[src/hdl/dsc_pkg.sv]
package dsc_pkg;
  // ****************************************************************
  // register map (byte addresses, one 32-bit word each)
  // ****************************************************************
  localparam logic [7:0] DSC_ADR_CMD   = 8'h00;
  localparam logic [7:0] DSC_ADR_DH    = 8'h04;
  localparam logic [7:0] DSC_ADR_HIGH  = 8'h08;
  localparam logic [7:0] DSC_ADR_MID   = 8'h0c;
  localparam logic [7:0] DSC_ADR_LOW   = 8'h10;
  localparam logic [7:0] DSC_ADR_LEN   = 8'h14;
  localparam logic [7:0] DSC_ADR_PARM  = 8'h18;
  localparam logic [7:0] DSC_ADR_STAT  = 8'h1c;
  localparam logic [7:0] DSC_ADR_ERR   = 8'h20;
  localparam logic [7:0] DSC_ADR_DATA  = 8'h24;
  localparam logic [7:0] DSC_ADR_SEC   = 8'h28;
  // ****************************************************************
  // status and error bits
  // ****************************************************************
  localparam int         DSC_ST_ERR    = 0;
  localparam int         DSC_ST_DRQ    = 3;
  localparam int         DSC_ST_RDY    = 6;
  localparam int         DSC_ST_BSY    = 7;
  localparam logic [7:0] DSC_ERR_ABRT  = 8'h04;
  localparam logic [7:0] DSC_ERR_UNC   = 8'h40;
  // ****************************************************************
  // command codes
  // ****************************************************************
  localparam logic [7:0] DSC_CMD_NATIVE  = 8'hf8;
  localparam logic [7:0] DSC_CMD_READ    = 8'h20;
  localparam logic [7:0] DSC_CMD_VERIFY0 = 8'h40;
  localparam logic [7:0] DSC_CMD_VERIFY1 = 8'h41;
  localparam logic [7:0] DSC_CMD_SENSE   = 8'h03;
  localparam logic [7:0] DSC_CMD_PWOFF   = 8'hf6;
  localparam logic [7:0] DSC_CMD_EPREP   = 8'hf3;
  localparam logic [7:0] DSC_CMD_EUNIT   = 8'hf4;
  // ****************************************************************
  // extended error codes
  // ****************************************************************
  localparam logic [7:0] DSC_EXT_NONE    = 8'h00;
  localparam logic [7:0] DSC_EXT_MISC    = 8'h09;
  localparam logic [7:0] DSC_EXT_BADADR  = 8'h21;
  localparam logic [7:0] DSC_EXT_OVFL    = 8'h2f;
  localparam logic [7:0] DSC_EXT_UNC     = 8'h11;
  localparam logic [7:0] DSC_EXT_CORR    = 8'h18;
  localparam logic [7:0] DSC_EXT_IDNF0   = 8'h10;
  localparam logic [7:0] DSC_EXT_IDNF1   = 8'h14;
  localparam logic [7:0] DSC_EXT_SPARE   = 8'h3a;
  localparam logic [7:0] DSC_EXT_ABORT   = 8'h1f;
  localparam logic [7:0] DSC_EXT_SELFT   = 8'h05;
  localparam logic [7:0] DSC_EXT_VOLT0   = 8'h35;
  localparam logic [7:0] DSC_EXT_VOLT1   = 8'h36;
  localparam logic [7:0] DSC_EXT_WRFAIL  = 8'h03;
  // ****************************************************************
  // sizes and reset values
  // ****************************************************************
  localparam logic [8:0]  DSC_MAX_SECT  = 9'h100;
  localparam logic [7:0]  DSC_LAST_WORD = 8'hff;
  localparam logic [7:0]  DSC_PW_FIRST  = 8'h01;
  localparam logic [7:0]  DSC_PW_LAST   = 8'h10;
  localparam logic [27:0] DSC_NATIVE_MAX_DEF = 28'h0ffffff;
  // ****************************************************************
  // carriers
  // ****************************************************************
  typedef struct packed {
    logic [7:0] dh;
    logic [7:0] high;
    logic [7:0] mid;
    logic [7:0] low;
    logic [7:0] len;
    logic [7:0] parm;
  } dsc_tf_s;
  typedef struct packed {
    logic        rd;
    logic        verify;
    logic [27:0] addressing_mode_bit;
  } dsc_media_s;
endpackage

[src/hdl/dsc_core.sv]
`timescale 1ns/100ps
module dsc_core
  import dsc_pkg::*;
#(
  parameter logic [27:0] NATIVE_MAX = DSC_NATIVE_MAX_DEF
) (
  // clock and reset
  input  wire logic        clk_i,
  input  wire logic        rst_i,
  // wishbone slave
  input  wire logic        wb_cyc_i,
  input  wire logic        wb_stb_i,
  input  wire logic        wb_we_i,
  input  wire logic [7:0]  wb_adr_i,
  input  wire logic [3:0]  wb_sel_i,
  input  wire logic [31:0] wb_dat_i,
  output      logic [31:0] wb_dat_o,
  output      logic        wb_ack_o,
  // host interrupt
  output      logic        host_irq_o,
  // media side
  output      dsc_media_s  media_o,
  input  wire logic        media_we_i,
  input  wire logic [7:0]  media_widx_i,
  input  wire logic [15:0] media_wdata_i,
  input  wire logic        media_done_i,
  input  wire logic [7:0]  media_code_i,
  // security
  input  wire logic [255:0] user_pw_i,
  input  wire logic [255:0] master_pw_i,
  input  wire logic        frozen_i,
  input  wire logic        lock_at_reset_i,
  output      logic        lock_mode_o,
  output      logic        erase_start_o
);
  // ****************************************************************
  // state
  // ****************************************************************
  typedef enum logic [1:0] {S_IDLE, S_FETCH, S_XFER, S_PW} dsc_state_e;

  dsc_state_e   state;
  dsc_tf_s      tf;
  logic         busy, data_request_flag, err;
  logic [7:0]   err_reg;
  logic [7:0]   ext_code;
  logic [8:0]   remain;
  logic [27:0]  addressing_mode_bit;
  logic [7:0]   word_idx;
  logic         pw_sel, pw_bad, armed, captured;
  logic [15:0]  sbuf [256];
  logic [255:0] pw_sel_vec;
  logic [15:0]  pw_word;
  logic [3:0]   pw_widx;
  logic         req, wr_sel, wr_cmd, wr_tf;
  logic         rd_data, wr_data, rd_stat;
  logic [7:0]   wcode;
  logic         media_ok;
  logic         pw_hit;
  logic [27:0]  tf_lba;
  logic         is_rdcmd;

  // ****************************************************************
  // bus decode
  // ****************************************************************
  assign req      = wb_cyc_i & wb_stb_i & ~wb_ack_o;
  assign wr_sel   = req & wb_we_i & wb_sel_i[0];
  assign wcode    = wb_dat_i[7:0];
  assign wr_cmd   = wr_sel & (wb_adr_i == DSC_ADR_CMD) & (state == S_IDLE);
  assign wr_tf    = wr_sel & (state == S_IDLE);
  assign rd_data  = req & ~wb_we_i & (wb_adr_i == DSC_ADR_DATA)
                  & (state == S_XFER || state == S_IDLE);
  assign wr_data  = wr_sel & wb_sel_i[1] & (wb_adr_i == DSC_ADR_DATA)
                  & (state == S_PW);
  assign rd_stat  = req & ~wb_we_i & (wb_adr_i == DSC_ADR_STAT);
  assign tf_lba   = {tf.dh[3:0], tf.high, tf.mid, tf.low};
  assign is_rdcmd = (wcode == DSC_CMD_READ) | (wcode == DSC_CMD_VERIFY0)
                  | (wcode == DSC_CMD_VERIFY1);
  // corrected data is good data
  assign media_ok = (media_code_i == DSC_EXT_NONE)
                  | (media_code_i == DSC_EXT_CORR);
  // password word k lives at bits 16*(k-1)
  assign pw_sel_vec = pw_sel ? master_pw_i : user_pw_i;
  assign pw_widx    = 4'(word_idx - DSC_PW_FIRST);
  assign pw_word    = pw_sel_vec[{pw_widx, 4'h0} +: 16];
  assign pw_hit     = (wb_dat_i[15:0] == pw_word);

  // ****************************************************************
  // bus answer
  // ****************************************************************
  always_ff @(posedge clk_i) begin
    if (rst_i) begin
      wb_ack_o <= 1'b0;
      wb_dat_o <= 32'h0;
    end else begin
      wb_ack_o <= req;
      wb_dat_o <= 32'h0;
      if (req && !wb_we_i) begin
        case (wb_adr_i)
          DSC_ADR_DH:   wb_dat_o[7:0] <= tf.dh;
          DSC_ADR_HIGH: wb_dat_o[7:0] <= tf.high;
          DSC_ADR_MID:  wb_dat_o[7:0] <= tf.mid;
          DSC_ADR_LOW:  wb_dat_o[7:0] <= tf.low;
          DSC_ADR_LEN:  wb_dat_o[7:0] <= tf.len;
          DSC_ADR_STAT: begin
            wb_dat_o[DSC_ST_BSY] <= busy;
            wb_dat_o[DSC_ST_RDY] <= ~busy;
            wb_dat_o[DSC_ST_DRQ] <= data_request_flag;
            wb_dat_o[DSC_ST_ERR] <= err;
          end
          DSC_ADR_ERR:  wb_dat_o[7:0] <= err_reg;
          DSC_ADR_DATA: wb_dat_o[15:0] <= sbuf[word_idx];
          DSC_ADR_SEC:  wb_dat_o[2:0] <= {armed, frozen_i, lock_mode_o};
          default:      wb_dat_o <= 32'h0;
        endcase
      end
    end
  end

  // ****************************************************************
  // sector buffer
  // ****************************************************************
  always_ff @(posedge clk_i) begin
    // never cleared on error, so flawed data stays readable
    if (media_we_i && state == S_FETCH && !media_o.verify) begin
      sbuf[media_widx_i] <= media_wdata_i;
    end
  end

  // ****************************************************************
  // lock mode
  // ****************************************************************
  always_ff @(posedge clk_i) begin
    if (rst_i) begin
      captured    <= 1'b0;
      lock_mode_o <= 1'b0;
    end else if (!captured) begin
      captured    <= 1'b1;
      lock_mode_o <= lock_at_reset_i;
    end else if (wr_data && word_idx == DSC_LAST_WORD && !pw_bad) begin
      // only lock mode changes; stored passwords are untouched
      lock_mode_o <= 1'b0;
    end
  end

  // ****************************************************************
  // command engine
  // ****************************************************************
  always_ff @(posedge clk_i) begin
    if (rst_i) begin
      state         <= S_IDLE;
      tf            <= '0;
      busy          <= 1'b0;
      data_request_flag           <= 1'b0;
      err           <= 1'b0;
      err_reg       <= 8'h00;
      ext_code      <= DSC_EXT_NONE;
      remain        <= 9'h000;
      addressing_mode_bit           <= 28'h0;
      word_idx      <= 8'h00;
      pw_sel        <= 1'b0;
      pw_bad        <= 1'b0;
      armed         <= 1'b0;
      host_irq_o    <= 1'b0;
      media_o       <= '0;
      erase_start_o <= 1'b0;
    end else begin
      erase_start_o <= 1'b0;
      if (rd_stat) begin
        host_irq_o <= 1'b0;
      end
      if (rd_data) begin
        word_idx <= word_idx + 8'h01;
      end
      if (wr_tf) begin
        case (wb_adr_i)
          DSC_ADR_DH:   tf.dh   <= wcode;
          DSC_ADR_HIGH: tf.high <= wcode;
          DSC_ADR_MID:  tf.mid  <= wcode;
          DSC_ADR_LOW:  tf.low  <= wcode;
          DSC_ADR_LEN:  tf.len  <= wcode;
          DSC_ADR_PARM: tf.parm <= wcode;
          default:      ;
        endcase
      end
      case (state)
        S_IDLE: begin
          if (wr_cmd) begin
            armed      <= (wcode == DSC_CMD_EPREP);
            host_irq_o <= 1'b1;
            err        <= 1'b0;
            err_reg    <= 8'h00;
            ext_code   <= DSC_EXT_NONE;
            if (wcode == DSC_CMD_NATIVE && tf.dh[6]) begin
              tf.dh   <= {tf.dh[7:4], NATIVE_MAX[27:24]};
              tf.high <= NATIVE_MAX[23:16];
              tf.mid  <= NATIVE_MAX[15:8];
              tf.low  <= NATIVE_MAX[7:0];
            end else if (is_rdcmd && tf_lba <= NATIVE_MAX) begin
              busy           <= 1'b1;
              host_irq_o     <= 1'b0;
              state          <= S_FETCH;
              addressing_mode_bit            <= tf_lba;
              remain         <= (tf.len == 8'h00) ? DSC_MAX_SECT
                                : {1'b0, tf.len};
              media_o.rd     <= 1'b1;
              media_o.addressing_mode_bit    <= tf_lba;
              media_o.verify <= (wcode != DSC_CMD_READ);
            end else if (is_rdcmd) begin
              err      <= 1'b1;
              err_reg  <= DSC_ERR_ABRT;
              ext_code <= DSC_EXT_BADADR;
            end else if (wcode == DSC_CMD_SENSE) begin
              err_reg  <= ext_code;
            end else if (wcode == DSC_CMD_PWOFF && !frozen_i) begin
              data_request_flag      <= 1'b1;
              word_idx <= 8'h00;
              pw_bad   <= 1'b0;
              state    <= S_PW;
            end else if (wcode == DSC_CMD_EPREP) begin
              armed    <= 1'b1;
            end else if (wcode == DSC_CMD_EUNIT && armed
                         && !frozen_i) begin
              erase_start_o <= 1'b1;
            end else begin
              err      <= 1'b1;
              err_reg  <= DSC_ERR_ABRT;
              ext_code <= DSC_EXT_ABORT;
            end
          end
        end
        S_FETCH: begin
          if (media_done_i) begin
            tf.dh   <= {tf.dh[7:4], addressing_mode_bit[27:24]};
            tf.high <= addressing_mode_bit[23:16];
            tf.mid  <= addressing_mode_bit[15:8];
            tf.low  <= addressing_mode_bit[7:0];
            if (!media_ok) begin
              media_o.rd <= 1'b0;
              busy       <= 1'b0;
              err        <= 1'b1;
              err_reg    <= DSC_ERR_UNC;
              ext_code   <= media_code_i;
              word_idx   <= 8'h00;
              host_irq_o <= 1'b1;
              state      <= S_IDLE;
              if (media_o.verify) begin
                tf.len <= remain[7:0];
              end
            end else if (media_o.verify) begin
              ext_code <= media_code_i;
              if (remain == 9'h001) begin
                media_o.rd <= 1'b0;
                busy       <= 1'b0;
                host_irq_o <= 1'b1;
                tf.len     <= 8'h00;
                state      <= S_IDLE;
              end else begin
                remain      <= remain - 9'h001;
                addressing_mode_bit         <= addressing_mode_bit + 28'h1;
                media_o.addressing_mode_bit <= addressing_mode_bit + 28'h1;
              end
            end else begin
              ext_code   <= media_code_i;
              media_o.rd <= 1'b0;
              data_request_flag        <= 1'b1;
              busy       <= 1'b0;
              host_irq_o <= 1'b1;
              word_idx   <= 8'h00;
              state      <= S_XFER;
            end
          end
        end
        S_XFER: begin
          if (rd_data) begin
            if (word_idx == DSC_LAST_WORD) begin
              data_request_flag <= 1'b0;
              if (remain == 9'h001) begin
                state <= S_IDLE;
              end else begin
                remain      <= remain - 9'h001;
                addressing_mode_bit         <= addressing_mode_bit + 28'h1;
                busy        <= 1'b1;
                media_o.rd  <= 1'b1;
                media_o.addressing_mode_bit <= addressing_mode_bit + 28'h1;
                state       <= S_FETCH;
              end
            end
          end
        end
        S_PW: begin
          if (wr_data) begin
            word_idx <= word_idx + 8'h01;
            if (word_idx == 8'h00) begin
              pw_sel <= wb_dat_i[0];
            end else if (word_idx <= DSC_PW_LAST && !pw_hit) begin
              pw_bad <= 1'b1;
            end
            if (word_idx == DSC_LAST_WORD) begin
              data_request_flag        <= 1'b0;
              host_irq_o <= 1'b1;
              state      <= S_IDLE;
              if (pw_bad) begin
                err      <= 1'b1;
                err_reg  <= DSC_ERR_ABRT;
                ext_code <= DSC_EXT_ABORT;
              end
            end
          end
        end
        default: state <= S_IDLE;
      endcase
    end
  end
endmodule

[config.mk]
export PLATFORM = sky130hd
export DESIGN_NAME = dsc_core
export DESIGN_NICKNAME = d
export VERILOG_FILES = /design/src/hdl/dsc_pkg.sv /design/src/hdl/dsc_core.sv
export SDC_FILE = /design/constraint.sdc
export NUM_CORES = 2
export LEC_CHECK = 0
export BUFFER_PORTS_ARGS = -buffer_cell sky130_fd_sc_hd__buf_2
export CAP_MARGIN = 20
export CELL_PAD_IN_SITES_DETAIL_PLACEMENT = 1
export CELL_PAD_IN_SITES_GLOBAL_PLACEMENT = 1
export CORE_MARGIN = 2
export CORE_UTILIZATION = 55
export CTS_CLUSTER_DIAMETER = 120
export DETAILED_ROUTE_END_ITERATION = 10
export PLACE_DENSITY_LB_ADDON = 0.08
export SYNTH_ARGS = -nofsm -noshare
export SYNTH_HDL_FRONTEND = slang
export SYNTH_SLANG_ARGS = --single-unit
[constraint.sdc]
create_clock -name clk_i -period 4.9 [get_ports clk_i]
set_input_delay 1.225 -clock clk_i [delete_from_list [all_inputs] [get_ports clk_i]]
set_output_delay 1.225 -clock clk_i [all_outputs]
set_load 0.02 [all_outputs]
==> summary.txt <==
Run status
  – Status: finished clean

Placed design
  – Placed cell count: 12,550
  – DP HPWL: 340,800 um
  – I/O Buffers: 628
  – Placer Congestion: 0.9937

Critical path
  – WS Path Type: flop to flop
  – R2r setup slk: 0.50 ns
  – Crit path DAT: 5.22 ns
  – Critical Path RT: 5.72 ns
  – Critical Path Start Type: flop
  – CP Capture Type: flop
  – CP max FO: 29

Timing
  – Period utilisation layout: 89.85%
  – Fin Clk Skew: 0.03949 ns
  – F_max: 227.1 MHz
  – Slew @ Worst Pin: 1.270 ns
  – Final Hold Vio Count: 0
  – Crit path time final: 4.403 ns
  – Unrepaired setup endpoints after global routing: no
  – Slew Viols, Final: 0
  – Slew HR: 15.32%
  – Fin Setup TNS: 0 ns
  – Smallest hold slack: 0.4562 ns
  – Final number of setup-violating endpoints: 0

Drt
  – Via count: 88,820
  – DRC violations left: 0
  – Post-Route WL: 531,500 um
  – Routed wire per std cell: 39.79 um
  – Final ANT Viol Nets: 0
  – DR vias/cell: 6.650
  – Pre-Repair DR Iteration Count: 6
  – DRT iter0 DRCs: 11,210

Clock network
  – CTS max path bufs: 4
  – Post-CTS setup buffers: 0
  – Number of gates resized after CTS: 0
  – Hold-fix buffers at CTS: 0
  – Worst-skew pair later-pin latency: 0.96 ns
  – Clock-pin transition on the worst setup and hold timing paths: 0.06 ns
  – CTS Sinks: 4,256
  – TritonCTS clock tree: yes
  – H-tree Lvls: 5
  – Num CTS Buffers: 414
  – CTS root buf: clkbuf_16

Finish
  – Commonest non-fill, non-tap cell in the layout: edfxtp_1
  – Register with the most flip-flops: sbuf
  – Layout cells sized above 1: 36.99%
  – Nets@finish: 9,455
  – P&R area growth vs syn: 14.61%
  – Top flop regs: sbuf: 4096 flops, tf: 40 flops, media_o: 30 flops
  – Max reg flops: 4,096
  – Final Non-Filler Cells: 13,360
  – Most frequent cells in the layout: edfxtp_1, mux4_2, buf_2, buf_4, clkbuf_16

Floorplan
  – Initial Util: 55.11%
  – Core footprint: 308,100 sq um
  – Die height: 559.6 um
  – Die ar.: 313,200 sq um
  – Boundary pin count: 663
  – Die width: 559.6 um
  – Num rows: 204

Global routing
  – GR Overflow Total: 0
  – Vias in the first global route: 91,830
  – Global Route Usage Sum: 34.05%
  – Initial antenna violation count: 91
  – Largest net degree at the start of global routing: 154
  – First-pass GRT wire length: 739,000 um

Synth
  – Asr flop ratio synth: 0%
  – Synth cell types: 79
  – Yosys top cell by area: edfxtp_1
  – Yosys warns: 0
  – Register area share after synthesis: 74.33%
  – Post-synth EDFFs: 4,096
  – Mapped Cells: 7,745
  – Synth Cell Area: 169,800 sq um
  – Synth area leaders: edfxtp_1, mux4_2, dfxtp_1
  – #FFs+latches synth: 4,256
  – Main flop type after synthesis: edfxtp_1
  – Avg Cell Area, Syn: 21.92 sq um
  – Area share of the largest cell type after synthesis: 72.44%

Power and ir drop
  – Psw: 14.70 mW
  – Pwr dens: 373.8 nW/um^2
  – Clock network power share: 43.4%
  – Internal power: 58.05 mW
  – P_leak: 59.92 nW
  – Switching power share of the total: 20.20%
  – Comb pwr share: 1.9%
  – Peak VDD IR: 0.4347 mV
  – Power, Total: 72.74 mW
  – Reg power frac: 54.8%

Hold path
  – Tightest Hold Check Type: flop to flop

Run
  – Max-cap viol count: 0
layout make-up:
| cell class | instances | area [sq um] |
|---|---|---|
| clock inverter | 251 | 2386 |
| tap | 4120 | 5155 |
| sequential | 4256 | 126200 |
| timing repair buffer | 1172 | 8213 |
| fill | 24990 | 113500 |
| inverter | 31 | 116.4 |
| antenna | 40 | 100.1 |
| clock buffer | 514 | 10910 |
| multi-input combinational | 2973 | 41470 |
Yosys cell counts, types with 4 or more instances:
cell type,count
inv_1,28
nor2b_1,24
nor3b_1,4
a222oi_1,5
o2bb2ai_1,4
dfxtp_1,160
or2_2,5
a311oi_1,7
clkbuf_1,231
buf_4,84
a211o_1,4
nand2b_1,12
a221oi_1,78
buf_2,109
o311ai_0,4
a21oi_1,128
nor3_1,49
mux4_2,1409
a22oi_1,86
nand2_1,149
nand3_1,60
buf_1,45
edfxtp_1,4096
mux2_2,34
and4_1,4
or4_1,5
and3_1,19
nor2_1,454
buf_6,30
ha_1,10
mux2i_1,106
o22ai_1,11
a21o_1,8
a211oi_1,24
xor2_1,13
nand4_1,18
xnor2_1,33
o21ai_0,66
and2_1,16
a31oi_1,10
a2111oi_0,8
o31ai_1,13
a2bb2oi_1,4
nor4_1,21
nor4b_1,5
power groups by stage:
stage	logic [mW]	clock network (mW)	registers [mW]
after floorplan	0.214	0	40.6
after global placement	1.28	0	40.6
after detailed placement	1.35	0	40.6
after CTS	1.35	31.9	39.8
after global routing	1.40	33.1	39.8
final	1.36	31.5	39.8
worst max-delay path: stages (launching register included):
cell and delay (ns):
dfxtp_4 0.73, buf_12 0.38, buf_4 0.38, buf_4 0.28
mux4_2 0.51, a22oi_1 0.35, a21oi_1 0.24, nor4_1 0.36
buf_4 0.15, o22ai_1 0.21, o21bai_1 0.26, buf_4 0.17
a41oi_1 0.11
kinds of logic after synthesis:
logic type / count (synthesis) / share of synthesized area [%]
compound gates: 493 / 2.008
xor+xnor: 46 / 0.2373
fa+ha+maj: 10 / 0.07369
buf+inv: 531 / 1.573
flops: 4256 / 74.33
mux: 1549 / 19.54
other cells: 1 / 0.002209
simple gates: 859 / 2.234
routing by layer:
layer / vias up / wire (um) / GRT usage, % / share of wire [%]
li1: 35170 / - / - / -
met1: 47940 / 193000 / 44.19 / 36
met2: 4745 / 265000 / 56.15 / 50
met3: 913 / 44140 / 6.718 / 8.3
met4: 60 / 29000 / 15.68 / 5.5
met5: - / 416 / 0 / 0.078
final timing paths:
kind                                                from                        to  cells after the start
worst max-delay path              word_idx[0]$_SDFF_PP0_    wb_dat_o[0]$_SDFF_PP0_                     12
worst min-delay path            ext_code[0]$_SDFFE_PP0P_  ext_code[0]$_SDFFE_PP0P_                      2
worst max register to register    word_idx[0]$_SDFF_PP0_    wb_dat_o[0]$_SDFF_PP0_                     12
worst min register to register  ext_code[0]$_SDFFE_PP0P_  ext_code[0]$_SDFFE_PP0P_                      2
stage by stage:
step,utilization [%],area (sq um),setup slack [ns]
floorplan,-,169800,0.8114
global placement,58.80,181100,0.5154
detailed placement,58.80,181200,0.5459
CTS,63.12,194500,0.4990
global route,63.14,194500,0.4183
finish,63.16,194600,0.4972
Note: power is estimated with default switching activity, not from simulation.
